<file path="src/scsi_gen_pkg.sv">
// Package of constants for the SCSI general command and power control block
package scsi_gen_pkg;
   // Register byte offsets
   localparam logic [7:0] OFF_COMMAND = 8'h0C;
   localparam logic [7:0] OFF_STC = 8'h00;
   localparam logic [7:0] OFF_CTC = 8'h04;
   localparam logic [7:0] OFF_FIFO_DATA = 8'h08;
   localparam logic [7:0] OFF_FIFO_STATUS = 8'h1C;
   localparam logic [7:0] OFF_CONTROL_ONE = 8'h20;
   localparam logic [7:0] OFF_CONTROL_FOUR = 8'h34;
   localparam logic [7:0] OFF_DMA_STATUS = 8'h54;
   localparam logic [7:0] OFF_IRQ_STATUS = 8'h14;
   localparam logic [7:0] OFF_BUS_STATE = 8'h18;
   // Command codes (bit 7 is the DMA qualifier)
   localparam logic [6:0] CMD_NOP = 7'h00;
   localparam logic [6:0] CMD_CLEAR_FIFO = 7'h01;
   localparam logic [6:0] CMD_RESET_DEVICE = 7'h02;
   localparam logic [6:0] CMD_RESET_BUS = 7'h03;
   localparam int CMD_DMA_BIT = 7;
   // Field positions
   localparam int CTL1_RST_IRQ_DIS_BIT = 6;
   localparam int CTL4_INBUF_OFF_BIT = 5;
   localparam int DMA_STAT_POWER_DOWN_REQUEST_BIT = 0;
   localparam int IRQ_POWER_DOWN_REQUEST_BIT = 0;
   localparam int IRQ_BUS_RST_BIT = 1;
   // Reset values
   localparam logic [7:0] CONTROL_ONE_RESET = 8'h00;
   localparam logic [7:0] CONTROL_FOUR_RESET = 8'h00;
   localparam logic [23:0] STC_RESET = 24'h000000;
   // Timing
   localparam longint CLK_HZ = 200000000;
   localparam longint BUS_RST_MS = 25;
   localparam longint BUS_RST_CYCLES = (BUS_RST_MS * CLK_HZ) / 1000;
   // Unmapped reads answer with this
   localparam logic [31:0] UNMAPPED_DATA = 32'h00000000;
endpackage

</file>
<file path="src/scsi_general_cmd_power_ctrl.sv">
// General commands and power management of the SCSI controller core
//
// The Wishbone register port was left to the implementer.
`timescale 1ns/100ps
module scsi_general_cmd_power_ctrl
   import scsi_gen_pkg::*;
#(
   parameter longint RST_CYCLES = BUS_RST_CYCLES,
   parameter int FIFO_DEPTH = 16,
   parameter int FIFO_AW = 4
)
(
   input wire logic sys_clk,
   input wire logic reset_n,
   input wire logic wb_cyc_i,
   input wire logic wb_stb_i,
   input wire logic wb_we_i,
   input wire logic [7:0] wb_adr_i,
   input wire logic [31:0] wb_dat_i,
   input wire logic [3:0] wb_sel_i,
   output logic [31:0] wb_dat_o,
   output logic wb_ack_o,
   input wire logic scsi_bsy_n,
   input wire logic power_down_request_n,
   output logic scsi_rst_o,
   output logic scsi_rst_oe,
   output logic bus_activity_n,
   output logic input_buffer_en,
   output logic core_reset_o,
   output logic irq_o
);
   ////////////////////////////////////////////////////////////////////////
   typedef enum logic [1:0] {ST_DISCONNECTED, ST_CORE_RESET, ST_BUS_RESET} ctl_state_e;

   logic rst_s1_q;
   logic rst_n_q;
   logic bsy_level;
   logic power_down_request_level;
   ctl_state_e state_q;
   logic [31:0] rst_cnt_q;
   logic [7:0] control_one_q;
   logic [7:0] control_four_q;
   logic [23:0] stc_q;
   logic [23:0] ctc_q;
   logic power_down_request_stat_q;
   logic power_down_request_prev_q;
   logic [1:0] irq_stat_q;
   logic [FIFO_AW:0] fifo_bottom_q;
   logic [FIFO_AW-1:0] fifo_top_q;
   logic [7:0] fifo_rd_data;
   logic wr_strobe;
   logic rd_strobe;
   logic cmd_write;
   logic [7:0] cmd_byte;
   logic [31:0] rd_mux;
   logic fifo_push;
   logic fifo_pop;
   logic clear_fifo;
   logic power_down_request_set;

   // Byte-lane write of the low byte
   function automatic logic lane0(input logic [3:0] sel);
      return sel[0];
   endfunction

   // Command decode ignoring the DMA qualifier
   function automatic logic is_cmd(input logic [7:0] b, input logic [6:0] code);
      return b[6:0] == code;
   endfunction

   ////////////////////////////////////////////////////////////////////////
   // Reset release through two flops
   always_ff @(posedge sys_clk or negedge reset_n)
   begin
      if (!reset_n)
      begin
         rst_s1_q <= 1'b0;
         rst_n_q <= 1'b0;
      end
      else
      begin
         rst_s1_q <= 1'b1;
         rst_n_q <= rst_s1_q;
      end
   end

   scsi_sync3 #(.INIT(1'b1)) u_bsy_sync
   (
      .sys_clk(sys_clk),
      .rst_n(rst_n_q),
      .pin(scsi_bsy_n | ~input_buffer_en),
      .level(bsy_level)
   );

   scsi_sync3 #(.INIT(1'b1)) u_power_down_request_sync
   (
      .sys_clk(sys_clk),
      .rst_n(rst_n_q),
      .pin(power_down_request_n),
      .level(power_down_request_level)
   );

   ////////////////////////////////////////////////////////////////////////
   // Wishbone slave: one wait state, every address acknowledged
   assign wr_strobe = wb_cyc_i && wb_stb_i && wb_we_i && !wb_ack_o;
   assign rd_strobe = wb_cyc_i && wb_stb_i && !wb_we_i && !wb_ack_o;
   assign cmd_write = wr_strobe && lane0(wb_sel_i) && wb_adr_i == OFF_COMMAND;
   assign cmd_byte = wb_dat_i[7:0];

   always_ff @(posedge sys_clk or negedge rst_n_q)
   begin
      if (!rst_n_q)
      begin
         wb_ack_o <= 1'b0;
      end
      else
      begin
         wb_ack_o <= wb_cyc_i && wb_stb_i && !wb_ack_o;
      end
   end

   always_comb
   begin
      rd_mux = UNMAPPED_DATA;
      case (wb_adr_i)
         OFF_STC: rd_mux = {8'h00, stc_q};
         OFF_CTC: rd_mux = {8'h00, ctc_q};
         OFF_FIFO_DATA: rd_mux = {24'h000000, fifo_rd_data};
         OFF_FIFO_STATUS: rd_mux = {27'h0, fifo_bottom_q};
         OFF_CONTROL_ONE: rd_mux = {24'h000000, control_one_q};
         OFF_CONTROL_FOUR: rd_mux = {24'h000000, control_four_q};
         OFF_DMA_STATUS: rd_mux = {31'h0, power_down_request_stat_q};
         OFF_IRQ_STATUS: rd_mux = {30'h0, irq_stat_q};
         OFF_BUS_STATE: rd_mux = {29'h0, ~bsy_level, state_q};
         default: rd_mux = UNMAPPED_DATA;
      endcase
   end

   always_ff @(posedge sys_clk or negedge rst_n_q)
   begin
      if (!rst_n_q)
      begin
         wb_dat_o <= 32'h00000000;
      end
      else if (rd_strobe)
      begin
         wb_dat_o <= rd_mux;
      end
   end

   ////////////////////////////////////////////////////////////////////////
   // Command sequencer
   always_ff @(posedge sys_clk or negedge rst_n_q)
   begin
      if (!rst_n_q)
      begin
         state_q <= ST_DISCONNECTED;
         rst_cnt_q <= 32'h00000000;
      end
      else
      begin
         case (state_q)
            ST_DISCONNECTED:
            begin
               if (cmd_write && is_cmd(cmd_byte, CMD_RESET_DEVICE))
               begin
                  state_q <= ST_CORE_RESET;
               end
               else if (cmd_write && is_cmd(cmd_byte, CMD_RESET_BUS))
               begin
                  state_q <= ST_BUS_RESET;
                  rst_cnt_q <= 32'(RST_CYCLES - 1);
               end
            end
            ST_CORE_RESET:
            begin
               // Only a no-operation releases the held reset
               if (cmd_write && is_cmd(cmd_byte, CMD_NOP))
               begin
                  state_q <= ST_DISCONNECTED;
               end
            end
            ST_BUS_RESET:
            begin
               // A device reset cuts a running bus reset short
               if (cmd_write && is_cmd(cmd_byte, CMD_RESET_DEVICE))
               begin
                  state_q <= ST_CORE_RESET;
               end
               else if (rst_cnt_q == 32'h00000000)
               begin
                  state_q <= ST_DISCONNECTED;
               end
               else
               begin
                  rst_cnt_q <= rst_cnt_q - 32'h00000001;
               end
            end
            default: state_q <= ST_DISCONNECTED;
         endcase
      end
   end

   always_ff @(posedge sys_clk or negedge rst_n_q)
   begin
      if (!rst_n_q)
      begin
         scsi_rst_o <= 1'b0;
         scsi_rst_oe <= 1'b0;
         core_reset_o <= 1'b0;
      end
      else
      begin
         scsi_rst_o <= 1'b0;
         scsi_rst_oe <= state_q == ST_BUS_RESET;
         core_reset_o <= state_q == ST_CORE_RESET;
      end
   end

   ////////////////////////////////////////////////////////////////////////
   // Control registers; a device reset returns them to reset values
   always_ff @(posedge sys_clk or negedge rst_n_q)
   begin
      if (!rst_n_q)
      begin
         control_one_q <= CONTROL_ONE_RESET;
         control_four_q <= CONTROL_FOUR_RESET;
         stc_q <= STC_RESET;
         ctc_q <= STC_RESET;
      end
      else if (state_q == ST_CORE_RESET)
      begin
         control_one_q <= CONTROL_ONE_RESET;
         control_four_q <= CONTROL_FOUR_RESET;
         stc_q <= STC_RESET;
         ctc_q <= STC_RESET;
      end
      else
      begin
         if (wr_strobe && lane0(wb_sel_i) && wb_adr_i == OFF_CONTROL_ONE)
         begin
            control_one_q <= wb_dat_i[7:0];
         end
         if (wr_strobe && lane0(wb_sel_i) && wb_adr_i == OFF_CONTROL_FOUR)
         begin
            control_four_q <= wb_dat_i[7:0];
         end
         if (wr_strobe && wb_adr_i == OFF_STC)
         begin
            stc_q <= wb_dat_i[23:0];
         end
         // DMA qualified no-operation loads the current count
         if (cmd_write && cmd_byte[CMD_DMA_BIT] && is_cmd(cmd_byte, CMD_NOP))
         begin
            ctc_q <= stc_q;
         end
      end
   end

   always_ff @(posedge sys_clk or negedge rst_n_q)
   begin
      if (!rst_n_q)
      begin
         input_buffer_en <= 1'b1;
         bus_activity_n <= 1'b1;
      end
      else
      begin
         input_buffer_en <= !control_four_q[CTL4_INBUF_OFF_BIT];
         bus_activity_n <= bsy_level;
      end
   end

   ////////////////////////////////////////////////////////////////////////
   // SCSI FIFO
   assign clear_fifo = (cmd_write && is_cmd(cmd_byte, CMD_CLEAR_FIFO)) || state_q == ST_CORE_RESET;
   assign fifo_push = wr_strobe && wb_adr_i == OFF_FIFO_DATA && fifo_bottom_q != FIFO_DEPTH;
   assign fifo_pop = rd_strobe && wb_adr_i == OFF_FIFO_DATA && fifo_bottom_q != '0;

   scsi_fifo_mem #(.WIDTH(8), .DEPTH(FIFO_DEPTH), .AW(FIFO_AW)) u_fifo
   (
      .sys_clk(sys_clk),
      .wr_en(fifo_push),
      .wr_addr(FIFO_AW'(fifo_top_q + fifo_bottom_q[FIFO_AW-1:0])),
      .wr_data(wb_dat_i[7:0]),
      .rd_addr(fifo_top_q),
      .rd_data(fifo_rd_data)
   );

   always_ff @(posedge sys_clk or negedge rst_n_q)
   begin
      if (!rst_n_q)
      begin
         fifo_bottom_q <= '0;
         fifo_top_q <= '0;
      end
      else if (clear_fifo)
      begin
         fifo_bottom_q <= '0;
         fifo_top_q <= '0;
      end
      else
      begin
         if (fifo_push && !fifo_pop)
         begin
            fifo_bottom_q <= fifo_bottom_q + 1'b1;
         end
         else if (fifo_pop && !fifo_push)
         begin
            fifo_bottom_q <= fifo_bottom_q - 1'b1;
         end
         if (fifo_pop)
         begin
            fifo_top_q <= fifo_top_q + 1'b1;
         end
      end
   end

   ////////////////////////////////////////////////////////////////////////
   // Power-down status and interrupt flags; set beats a same-cycle clear
   assign power_down_request_set = !power_down_request_level && power_down_request_prev_q;

   always_ff @(posedge sys_clk or negedge rst_n_q)
   begin
      if (!rst_n_q)
      begin
         power_down_request_prev_q <= 1'b1;
         power_down_request_stat_q <= 1'b0;
         irq_stat_q <= 2'h0;
      end
      else
      begin
         power_down_request_prev_q <= power_down_request_level;
         if (power_down_request_set)
         begin
            power_down_request_stat_q <= 1'b1;
         end
         else if (wr_strobe && wb_adr_i == OFF_DMA_STATUS && wb_dat_i[DMA_STAT_POWER_DOWN_REQUEST_BIT])
         begin
            power_down_request_stat_q <= 1'b0;
         end
         // Only the 0-to-1 move of the status bit interrupts
         if (power_down_request_set && !power_down_request_stat_q)
         begin
            irq_stat_q[IRQ_POWER_DOWN_REQUEST_BIT] <= 1'b1;
         end
         else if (wr_strobe && wb_adr_i == OFF_IRQ_STATUS && wb_dat_i[IRQ_POWER_DOWN_REQUEST_BIT])
         begin
            irq_stat_q[IRQ_POWER_DOWN_REQUEST_BIT] <= 1'b0;
         end
         // Bus reset: no completion event, only the bus-reset one
         if (cmd_write && is_cmd(cmd_byte, CMD_RESET_BUS) && state_q == ST_DISCONNECTED
             && !control_one_q[CTL1_RST_IRQ_DIS_BIT])
         begin
            irq_stat_q[IRQ_BUS_RST_BIT] <= 1'b1;
         end
         else if (wr_strobe && wb_adr_i == OFF_IRQ_STATUS && wb_dat_i[IRQ_BUS_RST_BIT])
         begin
            irq_stat_q[IRQ_BUS_RST_BIT] <= 1'b0;
         end
      end
   end

   // No-operation and clear-FIFO touch no interrupt flag
   always_ff @(posedge sys_clk or negedge rst_n_q)
   begin
      if (!rst_n_q)
      begin
         irq_o <= 1'b0;
      end
      else
      begin
         irq_o <= |irq_stat_q;
      end
   end
endmodule

</file>
<file path="src/scsi_fifo_mem.sv">
// Small SCSI data FIFO memory with registered read data
`timescale 1ns/100ps
module scsi_fifo_mem
#(
   parameter int WIDTH = 8,
   parameter int DEPTH = 16,
   parameter int AW = 4
)
(
   input wire logic sys_clk,
   input wire logic wr_en,
   input wire logic [AW-1:0] wr_addr,
   input wire logic [WIDTH-1:0] wr_data,
   input wire logic [AW-1:0] rd_addr,
   output logic [WIDTH-1:0] rd_data
);
   logic [WIDTH-1:0] mem [DEPTH];

   always_ff @(posedge sys_clk)
   begin
      if (wr_en)
      begin
         mem[wr_addr] <= wr_data;
      end
      rd_data <= mem[rd_addr];
   end
endmodule

</file>
<file path="src/scsi_sync3.sv">
// Three-stage pin synchroniser with agreement filter
`timescale 1ns/100ps
module scsi_sync3
#(
   parameter logic INIT = 1'b0
)
(
   input wire logic sys_clk,
   input wire logic rst_n,
   input wire logic pin,
   output logic level
);
   logic s1_q;
   logic s2_q;
   logic s3_q;

   // Level only moves once stages two and three agree
   always_ff @(posedge sys_clk or negedge rst_n)
   begin
      if (!rst_n)
      begin
         s1_q <= INIT;
         s2_q <= INIT;
         s3_q <= INIT;
         level <= INIT;
      end
      else
      begin
         s1_q <= pin;
         s2_q <= s1_q;
         s3_q <= s2_q;
         if (s2_q == s3_q)
         begin
            level <= s3_q;
         end
      end
   end
endmodule

</file>
<file path="config.mk">
export PLATFORM = sky130hd
export DESIGN_NAME = scsi_general_cmd_power_ctrl
export DESIGN_NICKNAME = d
export VERILOG_FILES = /design/src/scsi_gen_pkg.sv /design/src/scsi_general_cmd_power_ctrl.sv /design/src/scsi_fifo_mem.sv /design/src/scsi_sync3.sv
export SDC_FILE = /design/constraint.sdc
export NUM_CORES = 1
export LEC_CHECK = 0
export ABC_CLOCK_PERIOD_IN_PS = 6850
export BUFFER_PORTS_ARGS = -buffer_cell sky130_fd_sc_hd__buf_2
export CAP_MARGIN = 5
export CELL_PAD_IN_SITES_DETAIL_PLACEMENT = 0
export CELL_PAD_IN_SITES_GLOBAL_PLACEMENT = 2
export CORE_ASPECT_RATIO = 2
export CORE_MARGIN = 2
export CORE_UTILIZATION = 46
export DETAILED_ROUTE_END_ITERATION = 8
export PLACE_DENSITY = 0.94
export SLEW_MARGIN = 5
export SYNTH_ARGS = -nofsm -noshare
export SYNTH_HDL_FRONTEND = slang
export SYNTH_SLANG_ARGS = --single-unit
export TNS_END_PERCENT = 1
</file>
<file path="constraint.sdc">
create_clock -name sys_clk -period 6.85 [get_ports sys_clk]
set_input_delay 1.37 -clock sys_clk [delete_from_list [all_inputs] [get_ports sys_clk]]
set_output_delay 1.37 -clock sys_clk [all_outputs]
set_load 0.02 [all_outputs]
</file>
Yosys cells after proc, flatten, opt, wreduce, memory -nomap -nowiden
Memory sizes are Yosys's and may differ from the RTL's. A register that Yosys moved wholly into a read port is not among the register bits. Cells that the tools add are included.

Bits in registers: 159. Latch bits: 0. Memory bits (writable): 128. Bits in read-only memories: 0. Input port bits: 51. Output and inout bits: 39. Logic and storage cells: 154. Memories: 1.

$add $sub $neg: 5. Multipliers: 0. Div/mod/pow operators: 0. Order comparisons: 0. Equality and inequality tests: 24. Shift operators: 0. Muxes and demuxes: 33. Bitwise operators: 3. Reduce and logical (&&, ||, !) cells: 59.

Memories: u_fifo.mem (depth 16, width 8, read ports 1, clocked after memory_dff 1, write ports 1, line scsi_fifo_mem.sv:17) `logic [WIDTH-1:0] mem [DEPTH];`.

Operators by type and width (number): 24-bit one-hot mux with 9 select lines (1); 32-bit two-way mux (4); 24-bit two-way mux (4); 32-bit one-hot mux with 2 select lines (1); 1-bit logical AND (32); 32-bit zero test (1); 8-bit two-way mux (4); 32-bit by 1-bit subtractor with 32-bit output, second input constant (1); 8-bit by 5-bit equality test with 1-bit output, second input constant (3); 2-bit nonzero test (9); 8-bit by 4-bit equality test with 1-bit output, second input constant (2); 8-bit by 6-bit equality test with 1-bit output, second input constant (2); 5-bit two-way mux (3); 7-bit by 2-bit equality test with 1-bit output, second input constant (2); 2-bit two-way mux (5); 2-bit != test, second input constant (5); 8-bit by 3-bit equality test with 1-bit output, second input constant (1); 8-bit by 7-bit equality test with 1-bit output, second input constant (1); 1-bit zero test (8); 8-bit zero test (1); 1-bit two-way mux (8); 4-bit two-way mux (2); 7-bit by 1-bit equality test with 1-bit output, second input constant (1); 7-bit zero test (1); other kinds (19) (22).

Depth between registers and ports, before layout
Gate-level depths: netlist of the first run.

Depth in word-level cells: 10. Depth in mapped cells: 11. Mapped depth without buffers: 9.

Cells and area by module
A second synthesis of the first run with hierarchy kept.

Cells, all modules: 972. Area total of the unflattened synthesis: 12572.1 sq um.

Modules (own cells, without submodules): scsi_general_cmd_power_ctrl (times used 1, cells each 733, area each 7191.9 sq um, seq. area each 3582.2 sq um); scsi_fifo_mem (times used 1, cells each 229, area each 5147.4 sq um, seq. area each 4003.8 sq um); scsi_sync3 (times used 2, cells each 5, area each 116.4 sq um, seq. area each 105.1 sq um).

Least setup slack after synthesis of the first run
OpenSTA, ideal clock, no wires.

Kind: input -> register. From: input port wb_adr_i[2]. To: register fifo_bottom_q[4]. Setup time: 0.130 ns. Data arrival time: 3.887 ns. Data required time: 6.720 ns. Setup slack: 2.833 ns. Stages: 10. Path buffers: 1. Cell sequence: buf_2 or4b_4 a2111oi_2 inv_1 fa_1 a21o_1 a21oi_1 mux2i_1 xnor2_1 nor2_1.

Word-level cells in the longest chain between the ends: 7. Elaborated cells between the ends (all ways): 16. Classes of those cells: eq/ne: 2; mux: 2; reduce/logical: 12.

Ends and longest elaborated chain: start: declaration (line scsi_general_cmd_power_ctrl.sv:18) `input wire logic [7:0] wb_adr_i,`; 8-bit by 4-bit equality test with 1-bit output (line scsi_general_cmd_power_ctrl.sv:277, scsi_general_cmd_power_ctrl.sv:278); 1-bit logical AND (2 in series) (line scsi_general_cmd_power_ctrl.sv:278) `assign fifo_pop = rd_strobe && wb_adr_i == OFF_FIFO_DATA && fifo_bottom_q != '0;`; 1-bit zero test (line scsi_general_cmd_power_ctrl.sv:304) `if (fifo_push && !fifo_pop)`; 1-bit logical AND (line scsi_general_cmd_power_ctrl.sv:304); 5-bit two-way mux (line scsi_general_cmd_power_ctrl.sv:304); 5-bit two-way mux (line scsi_general_cmd_power_ctrl.sv:297) `else if (clear_fifo)`; end signal: assignment (line scsi_general_cmd_power_ctrl.sv:306) `fifo_bottom_q <= fifo_bottom_q + 1'b1;`; end signal: assignment (line scsi_general_cmd_power_ctrl.sv:310) `fifo_bottom_q <= fifo_bottom_q - 1'b1;`; end: declaration (line scsi_general_cmd_power_ctrl.sv:48) `logic [FIFO_AW:0] fifo_bottom_q;`.

Parallel ways exist; a longest one is shown, timed or not. A chain may end at the register's enable or synchronous reset.

Final worst setup path of the first run
From: input port wb_adr_i[5]. To: register fifo_bottom_q[4].

The elaborated chain is that of the path after synthesis.

==> flow_summary.html, run 1 <==
<table>
<tr><th>Metric</th><th>Value</th></tr>
<tr><th colspan="2">Outcome</th></tr>
<tr><td>Result of the run</td><td>completed</td></tr>
<tr><th colspan="2">Logic synthesis</th></tr>
<tr><td>Post-synth EDFFs</td><td>128</td></tr>
<tr><td>Largest family of logic cells by synthesized area</td><td>simple AND/OR/NAND/NOR gates</td></tr>
<tr><td>Sequential share of the synthesized area</td><td>0.616</td></tr>
<tr><td>Post-synthesis compound-gate area fraction</td><td>0.105</td></tr>
<tr><td>Adder and majority cell fraction of the synthesized area</td><td>0.0146</td></tr>
<tr><td>Share of async-settable or async-resettable flops after synthesis</td><td>0.526</td></tr>
<tr><td>Dominant cell by count in the synthesized netlist</td><td>sky130_fd_sc_hd__dfrtp_1</td></tr>
<tr><td>Area share of the largest cell type after synthesis</td><td>0.304</td></tr>
<tr><td>Portion of netlist area occupied by mux cells</td><td>0.0941</td></tr>
<tr><td>Summed instance area of the synthesized netlist</td><td>12700 µm²</td></tr>
<tr><td>Biggest area contributors in the synthesized netlist</td><td>sky130_fd_sc_hd__edfxtp_1, sky130_fd_sc_hd__dfrtp_1, sky130_fd_sc_hd__mux4_2</td></tr>
<tr><td>Count of different cell masters after synthesis</td><td>78</td></tr>
<tr><td>Average footprint of a synthesized cell</td><td>13.1 µm²</td></tr>
<tr><td>Yosys warning count</td><td>0</td></tr>
<tr><td>Synth Area in Simple Gates</td><td>0.133</td></tr>
<tr><td>List of most frequent post-synthesis cells</td><td>sky130_fd_sc_hd__dfrtp_1, sky130_fd_sc_hd__nand2_1, sky130_fd_sc_hd__edfxtp_1</td></tr>
<tr><td>Number of cells produced by synthesis</td><td>968</td></tr>
<tr><td>Predominant post-synthesis flop cell</td><td>sky130_fd_sc_hd__dfrtp_1</td></tr>
<tr><td>Most area-hungry cell type in the Yosys netlist</td><td>sky130_fd_sc_hd__edfxtp_1</td></tr>
<tr><td>Post-synthesis share of cell area spent on xor and xnor gates</td><td>0.00830</td></tr>
<tr><td>Synthesized flop and latch total</td><td>287</td></tr>
<tr><th colspan="2">Cells and area</th></tr>
<tr><td>Post-route standard cell area excluding fillers</td><td>14200 µm²</td></tr>
<tr><td>Synth-to-layout area growth</td><td>11.9%</td></tr>
<tr><td>Final Core Density</td><td>0.518</td></tr>
<tr><td>Fraction of layout cells with a size suffix above 1</td><td>0.196</td></tr>
<tr><td>Register area</td><td>7800 µm²</td></tr>
<tr><td>Fill cell instance count of the final layout</td><td>2301</td></tr>
<tr><td>Post-layout net count</td><td>1082</td></tr>
<tr><td>Number of antenna cells inserted</td><td>0</td></tr>
<tr><td>Multi-input gate area in the final layout</td><td>4550 µm²</td></tr>
<tr><th colspan="2">Timing</th></tr>
<tr><td>Accumulated negative setup slack</td><td>0 ns</td></tr>
<tr><td>Relative slew margins</td><td>0.232</td></tr>
<tr><td>Fin Clk Skew</td><td>0.0115 ns</td></tr>
<tr><td>Final Max Slew Viols</td><td>0</td></tr>
<tr><td>Endpoints failing hold</td><td>0</td></tr>
<tr><td>Setup violators final</td><td>0</td></tr>
<tr><td>Final critical-path required period</td><td>3.99 ns</td></tr>
<tr><td>RSZ-0062 raised after global routing</td><td>false</td></tr>
<tr><td>Transition time at the pin with the least slew margin</td><td>1.15 ns</td></tr>
<tr><td>Upper clock frequency limit</td><td>251 MHz</td></tr>
<tr><td>Setup WS post-layout</td><td>2.86 ns</td></tr>
<tr><td>Final period util</td><td>0.582</td></tr>
<tr><td>Final worst hold slack</td><td>0.356 ns</td></tr>
<tr><th colspan="2">Clock network</th></tr>
<tr><td>H-Tree Level Count</td><td>1</td></tr>
<tr><td>Number of buffers created by CTS</td><td>27</td></tr>
<tr><td>CTS tree</td><td>done</td></tr>
<tr><td>CTS Sinks</td><td>287</td></tr>
<tr><td>Number of hold buffers added after cts</td><td>0</td></tr>
<tr><td>Insertion delay of the later-clocked pin in the worst-skew pair</td><td>0.54 ns</td></tr>
<tr><td>Cells resized by post-CTS repair</td><td>0</td></tr>
<tr><td>Setup Buffers After CTS</td><td>0</td></tr>
<tr><td>Clk buf depth</td><td>3</td></tr>
<tr><td>Library cell used as clock root buffer</td><td>sky130_fd_sc_hd__clkbuf_16</td></tr>
<tr><td>Reg clk slew, reported paths</td><td>0.07 ns</td></tr>
<tr><th colspan="2">Worst setup path</th></tr>
<tr><td>WP data arrival</td><td>4.41 ns</td></tr>
<tr><td>Worst-path cell with the longest stage delay</td><td>sky130_fd_sc_hd__or4_1</td></tr>
<tr><td>Endpoint type of the worst setup path</td><td>flop</td></tr>
<tr><td>Crit-path max cell delay</td><td>0.76 ns</td></tr>
<tr><td>Worst path required time</td><td>7.27 ns</td></tr>
<tr><td>Critical path startpoint category</td><td>input port</td></tr>
<tr><td>Worst-path fanout max</td><td>13</td></tr>
<tr><td>Crit Path Category</td><td>in2reg</td></tr>
<tr><td>Ordered cell list for the critical path</td><td>buf_2 &gt; or4_1 &gt; a2111oi_2 &gt; inv_1 &gt; fa_1 &gt; a21o_1 &gt; a21oi_1 &gt; mux2i_1 &gt; xnor2_1 &gt; nor2_1</td></tr>
<tr><th colspan="2">Detailed routing</th></tr>
<tr><td>Initial DRT Pass Iterations</td><td>5</td></tr>
<tr><td>Initial DRC Count</td><td>610</td></tr>
<tr><td>Via density per instance</td><td>5.88</td></tr>
<tr><td>Wire per inst</td><td>20.4 µm</td></tr>
<tr><td>Drc violations</td><td>0</td></tr>
<tr><td>Total via count after detailed routing</td><td>8191</td></tr>
<tr><td>Routed wire length</td><td>28.4 mm</td></tr>
<tr><td>Remaining antenna violation count</td><td>0</td></tr>
<tr><th colspan="2">Power and ir drop</th></tr>
<tr><td>Static power due to leakage</td><td>5.67 nW</td></tr>
<tr><td>Worst ir drop on vdd</td><td>0.282 mV</td></tr>
<tr><td>Power density normalized to cell area</td><td>244 nW/µm²</td></tr>
<tr><th colspan="2">Job</th></tr>
<tr><td>Number of violations of the max-capacitance limit</td><td>0</td></tr>
<tr><th colspan="2">Global routing</th></tr>
<tr><td>Most Crowded Layer GR</td><td>met2</td></tr>
<tr><td>Global routing usage summed across all routing layers</td><td>0.197</td></tr>
<tr><td>Maximum number of pins on one net before global-route repair</td><td>78</td></tr>
<tr><td>Global route overflow</td><td>0</td></tr>
<tr><td>Met2 usage in global routing</td><td>0.330</td></tr>
<tr><td>Wire length of the first global-routing pass</td><td>45.1 mm</td></tr>
<tr><td>Global-route track usage on met3</td><td>0.0258</td></tr>
<tr><td>Vias in the first global route</td><td>8085</td></tr>
<tr><td>Antenna violations before repair</td><td>0</td></tr>
<tr><td>GRT met1 Usage</td><td>0.268</td></tr>
<tr><th colspan="2">Floorplan</th></tr>
<tr><td>Total number of placement rows</td><td>86</td></tr>
<tr><td>Vertical die dimension</td><td>239 µm</td></tr>
<tr><td>Die X-Extent</td><td>121 µm</td></tr>
<tr><td>Placeable core region</td><td>27300 µm²</td></tr>
<tr><td>Die area</td><td>29000 µm²</td></tr>
<tr><td>Starting utilization of the core area</td><td>0.463</td></tr>
<tr><td>Num ports</td><td>90</td></tr>
<tr><th colspan="2">Placed design</th></tr>
<tr><td>Port Buf Inserts</td><td>69</td></tr>
<tr><td>Worst slack at placement</td><td>2.35 ns</td></tr>
<tr><td>Cell area after placement</td><td>13300 µm²</td></tr>
<tr><td>Hpwl dp</td><td>18.1 mm</td></tr>
<tr><td>Placer congestion estimate</td><td>0.803</td></tr>
<tr><th colspan="2">Worst hold path</th></tr>
<tr><td>Min-delay worst type</td><td>reg2reg</td></tr>
</table>
-- final timing paths --
| check | cells after the start | slack (ns) | start | end |
|---|---|---|---|---|
| min in group asynchronous | 0 | 0.49 | rst_n_q | ctc_q[8] |
| worst max-delay path | 10 | 2.86 | wb_adr_i[5] | fifo_bottom_q[4] |
| max in group asynchronous | 1 | 4.72 | rst_n_q | fifo_top_q[0] |
| worst max register to register | 6 | 3.83 | fifo_top_q[0] | u_fifo.mem[13][5] |
| worst min register to register | 0 | 0.36 | u_power_down_request_sync.s1_q | u_power_down_request_sync.s2_q |
| worst min-delay path | 0 | 0.36 | u_power_down_request_sync.s1_q | u_power_down_request_sync.s2_q |
-- through the flow --
stage	instances	power, mW
2_1_floorplan	976	1.91
3_3_place_gp	1342	1.95
3_5_place_dp	1342	1.96
4_1_cts	1392	3.49
5_1_grt	1392	3.56
6_report	1392	3.46
-- critical path, delay by kind of cell --
kind	cells	cell delay [ns]
XOR/XNOR	1	0.14
AND/OR/NAND/NOR	2	0.81
buffers and inverters	2	0.43
AO/OA/AOI/OAI	3	0.96
multiplexers	1	0.23
adder cells (fa/ha/maj)	1	0.47
-- cells by family (layout without fill, tap and decap cells) --
logic type	after synthesis	count (layout)
flops	287	287
compound gates	186	186
other cells	2	10
buf+inv	76	140
fa+ha+maj	14	14
mux	69	69
xor+xnor	12	12
simple gates	322	322
-- report_power, final --
part	switching (mW)	internal, mW	leakage, nW
logic	0.0686	0.0281	1.99
registers	0.0150	1.81	3.25
clock network	0.655	0.880	0.431
total	0.739	2.72	5.67
-- flip-flops by register name (all words and copies together) (netlist names), 2 cells and up --
signal          count
wb_dat_o           24
fifo_bottom_q       5
u_fifo.mem        128
fifo_top_q          4
rst_cnt_q          32
ctc_q              24
state_q             2
stc_q              24
control_four_q      8
u_fifo.rd_data      8
control_one_q       8
irq_stat_q          2
-- area by class of cell --
type / count / share of cell area
Sequential cell: 287 / 0.551
Multi-Input combinational cell: 613 / 0.321
Clock buffer: 29 / 0.0482
Tap cell: 352 / 0.0311
Timing Repair Buffer: 81 / 0.0307
Clock inverter: 21 / 0.0162
Inverter: 9 / 0.00238
-- per-layer routing --
layer  vias up  share of wire
met5         -              0
met4         0          0.029
met3        55          0.050
met2       245           0.51
met1      4128           0.41
li1       3763              -
-- cells in the final DEF, fill, tap and decap left out, types with 8 or more instances in the layout --
cell and n:
sky130_fd_sc_hd__a21oi_1 65, sky130_fd_sc_hd__a22o_1 41, sky130_fd_sc_hd__a22oi_1 9, sky130_fd_sc_hd__buf_2 69
sky130_fd_sc_hd__buf_4 12, sky130_fd_sc_hd__clkbuf_16 27, sky130_fd_sc_hd__conb_1 10, sky130_fd_sc_hd__dfrtp_1 138
sky130_fd_sc_hd__dfstp_2 11, sky130_fd_sc_hd__dfxtp_1 8, sky130_fd_sc_hd__edfxtp_1 128, sky130_fd_sc_hd__ha_1 10
sky130_fd_sc_hd__inv_1 9, sky130_fd_sc_hd__mux2i_1 29, sky130_fd_sc_hd__mux4_2 40, sky130_fd_sc_hd__nand2_1 129
sky130_fd_sc_hd__nand3_1 19, sky130_fd_sc_hd__nor2_1 63, sky130_fd_sc_hd__nor3_1 12, sky130_fd_sc_hd__o21ai_0 13
sky130_fd_sc_hd__o31ai_1 12, sky130_fd_sc_hd__or3_1 11, sky130_fd_sc_hd__or4_1 19
No activity file was read; power rests on OpenSTA's default activity.
==> inputs of run 2 (changes only) <==
- ABC_CLOCK_PERIOD_IN_PS: 6850 -> 4000
- CORE_UTILIZATION: 46 -> 42
- PLACE_DENSITY: 0.94 -> 0.88
- clock period: 6.85 -> 4 ns (I/O delays scaled with it)
==> run 2 against run 1 <==
Compared with the run above:
- via count increased by 0.20%
- first-iteration DRC count increased by 1.8%
- routed wire length increased by 3.0%
- sequential share of layout area decreased by 0.90 points
- cell count increased by 3.5%
- critical path depth unchanged
- power increased by 68%
- non-clock buffer count increased by 33
- hold slack got worse by 0.015 ns
- register-to-register slack got worse by 2.7 ns
==> flow_summary.html, run 2 (synthesized netlist as in run 1, its figures left out) <==
<table>
<tr><th>Metric</th><th>Value</th></tr>
<tr><th colspan="2">Detailed routing</th></tr>
<tr><td>Drc violations</td><td>0</td></tr>
<tr><td>Routed wire length</td><td>29.3 mm</td></tr>
<tr><td>Remaining antenna violation count</td><td>0</td></tr>
<tr><td>Initial DRC Count</td><td>621</td></tr>
<tr><td>Initial DRT Pass Iterations</td><td>4</td></tr>
<tr><td>Total via count after detailed routing</td><td>8207</td></tr>
<tr><td>Wire per inst</td><td>20.3 µm</td></tr>
<tr><td>Via density per instance</td><td>5.70</td></tr>
<tr><th colspan="2">Timing</th></tr>
<tr><td>Setup WS post-layout</td><td>0.883 ns</td></tr>
<tr><td>Final Max Slew Viols</td><td>0</td></tr>
<tr><td>Final critical-path required period</td><td>3.12 ns</td></tr>
<tr><td>RSZ-0062 raised after global routing</td><td>false</td></tr>
<tr><td>Transition time at the pin with the least slew margin</td><td>0.943 ns</td></tr>
<tr><td>Upper clock frequency limit</td><td>321 MHz</td></tr>
<tr><td>Final period util</td><td>0.779</td></tr>
<tr><td>Final worst hold slack</td><td>0.341 ns</td></tr>
<tr><td>Accumulated negative setup slack</td><td>0 ns</td></tr>
<tr><td>Setup violators final</td><td>0</td></tr>
<tr><td>Endpoints failing hold</td><td>0</td></tr>
<tr><td>Fin Clk Skew</td><td>0.0161 ns</td></tr>
<tr><td>Relative slew margins</td><td>0.368</td></tr>
<tr><th colspan="2">Worst setup path</th></tr>
<tr><td>Worst setup startpoint</td><td>wb_adr_i[3]</td></tr>
<tr><td>Worst-path cell with the longest stage delay</td><td>sky130_fd_sc_hd__or4b_4</td></tr>
<tr><td>Endpoint type of the worst setup path</td><td>flop</td></tr>
<tr><td>Crit Path Category</td><td>in2reg</td></tr>
<tr><td>Worst path required time</td><td>4.43 ns</td></tr>
<tr><td>Buf/Inv on CP</td><td>2</td></tr>
<tr><td>Top delay family on crit path</td><td>compound AO/OA/AOI/OAI gates</td></tr>
<tr><td>WP data arrival</td><td>3.55 ns</td></tr>
<tr><td>Ordered cell list for the critical path</td><td>buf_2 &gt; or4b_4 &gt; a2111oi_2 &gt; inv_1 &gt; fa_1 &gt; a21o_1 &gt; a21oi_1 &gt; mux2i_1 &gt; xnor2_1 &gt; nor2_1</td></tr>
<tr><td>Worst reg2reg path startpoint</td><td>rst_cnt_q[6]</td></tr>
<tr><td>Worst-path fanout max</td><td>11</td></tr>
<tr><td>Crit-path max cell delay</td><td>0.57 ns</td></tr>
<tr><td>Critical path startpoint category</td><td>input port</td></tr>
<tr><th colspan="2">Clock network</th></tr>
<tr><td>CTS Sinks</td><td>287</td></tr>
<tr><td>H-Tree Level Count</td><td>1</td></tr>
<tr><td>Reg clk slew, reported paths</td><td>0.06 ns</td></tr>
<tr><td>Insertion delay of the later-clocked pin in the worst-skew pair</td><td>0.57 ns</td></tr>
<tr><td>Cells resized by post-CTS repair</td><td>0</td></tr>
<tr><td>CTS tree</td><td>done</td></tr>
<tr><td>Clk buf depth</td><td>3</td></tr>
<tr><td>Library cell used as clock root buffer</td><td>sky130_fd_sc_hd__clkbuf_16</td></tr>
<tr><td>Number of buffers created by CTS</td><td>27</td></tr>
<tr><th colspan="2">Cells and area</th></tr>
<tr><td>Number of antenna cells inserted</td><td>0</td></tr>
<tr><td>Top reg by flops</td><td>u_fifo.mem</td></tr>
<tr><td>Post-layout net count</td><td>1115</td></tr>
<tr><td>Leading registers by flop count</td><td>u_fifo.mem: 128 flops, rst_cnt_q: 32 flops</td></tr>
<tr><td>Fraction of layout cells with a size suffix above 1</td><td>0.219</td></tr>
<tr><td>Synth-to-layout area growth</td><td>13.8%</td></tr>
<tr><td>Commonest non-fill, non-tap cell in the layout</td><td>sky130_fd_sc_hd__dfrtp_1</td></tr>
<tr><td>Top library cells by usage in the layout, fill and taps aside</td><td>sky130_fd_sc_hd__dfrtp_1, sky130_fd_sc_hd__nand2_1, sky130_fd_sc_hd__edfxtp_1, sky130_fd_sc_hd__buf_2, sky130_fd_sc_hd__a21oi_1</td></tr>
<tr><td>Final Core Density</td><td>0.481</td></tr>
<tr><td>Final non-filler cell total</td><td>1441</td></tr>
<tr><td>Max FFs per register</td><td>128</td></tr>
<tr><th colspan="2">Floorplan</th></tr>
<tr><td>Total number of placement rows</td><td>90</td></tr>
<tr><td>Num ports</td><td>90</td></tr>
<tr><td>Starting utilization of the core area</td><td>0.423</td></tr>
<tr><td>Vertical die dimension</td><td>250 µm</td></tr>
<tr><td>Die area</td><td>31600 µm²</td></tr>
<tr><td>Die X-Extent</td><td>127 µm</td></tr>
<tr><td>Placeable core region</td><td>30000 µm²</td></tr>
<tr><th colspan="2">Global routing</th></tr>
<tr><td>Maximum number of pins on one net before global-route repair</td><td>89</td></tr>
<tr><td>Wire length of the first global-routing pass</td><td>46.6 mm</td></tr>
<tr><td>Global route overflow</td><td>0</td></tr>
<tr><td>Global routing usage summed across all routing layers</td><td>0.185</td></tr>
<tr><td>Antenna violations before repair</td><td>0</td></tr>
<tr><td>Vias in the first global route</td><td>8346</td></tr>
<tr><th colspan="2">Power and ir drop</th></tr>
<tr><td>Power density normalized to cell area</td><td>404 nW/µm²</td></tr>
<tr><td>Static power due to leakage</td><td>5.81 nW</td></tr>
<tr><td>Worst ir drop on vdd</td><td>0.382 mV</td></tr>
<tr><th colspan="2">Worst hold path</th></tr>
<tr><td>Min-delay worst type</td><td>in2reg</td></tr>
<tr><td>Startpoint of the most critical hold path</td><td>power_down_request_n</td></tr>
<tr><th colspan="2">Placed design</th></tr>
<tr><td>Worst slack at placement</td><td>0.359 ns</td></tr>
<tr><td>Port Buf Inserts</td><td>69</td></tr>
<tr><td>Placer congestion estimate</td><td>0.865</td></tr>
<tr><td>Hpwl dp</td><td>19.1 mm</td></tr>
<tr><td>Dpl cells</td><td>1390</td></tr>
<tr><th colspan="2">Outcome</th></tr>
<tr><td>Result of the run</td><td>completed</td></tr>
<tr><th colspan="2">Job</th></tr>
<tr><td>Number of violations of the max-capacitance limit</td><td>0</td></tr>
</table>
run 2: final timing paths:
check / end / slack [ns] / cells after the start
setup / recovery: fifo_bottom_q[4] / 0.88 / 10
hold / removal: u_power_down_request_sync.s1_q / 0.34 / 1
setup reg to reg: rst_cnt_q[1] / 1.13 / 6
hold reg to reg: rst_n_q / 0.35 / 0
max in group asynchronous: u_power_down_request_sync.s3_q / 2.56 / 1
min in group asynchronous: ctc_q[10] / 0.43 / 0
run 2: layer usage:
| layer | GRT usage | routed length, µm | vias to the layer above | share of wire |
|---|---|---|---|---|
| met5 | 0 | 0 | - | 0 |
| met4 | 0.0656 | 887 | 0 | 0.030 |
| met3 | 0.0199 | 1090 | 55 | 0.037 |
| met2 | 0.316 | 14700 | 175 | 0.50 |
| met1 | 0.246 | 12600 | 4155 | 0.43 |
| li1 | - | - | 3822 | - |
run 2: what timing repair did:
item,4_1_cts,5_1_grt
setup buffers,0,0
hold buffers,1,0
hold endpoints to repair,2,0
run 2: layout make-up:
| type | instances | area [µm²] |
|---|---|---|
| multi-input combinational | 613 | 4550 |
| clock buffer | 30 | 687 |
| tap | 368 | 460 |
| clock inverter | 20 | 179 |
| timing repair buffer | 114 | 698 |
| inverter | 9 | 33.8 |
| fill | 2661 | 15500 |
| sequential | 287 | 7800 |
run 2: power breakdown:
part / switching [mW] / total [mW] / internal [mW]
Clock: 1.14 / 2.52 / 1.38
Sequential: 0.0234 / 3.13 / 3.10
Combinational: 0.121 / 0.177 / 0.0558
run 2: metrics by stage:
| step | cell area (µm²) | power (mW) |
|---|---|---|
| after floorplan | 12700 | 3.27 |
| after global placement | 13500 | 3.36 |
| final | 14400 | 5.82 |
| after detailed placement | 13500 | 3.36 |
| after CTS | 14400 | 5.88 |
| after global routing | 14400 | 5.99 |
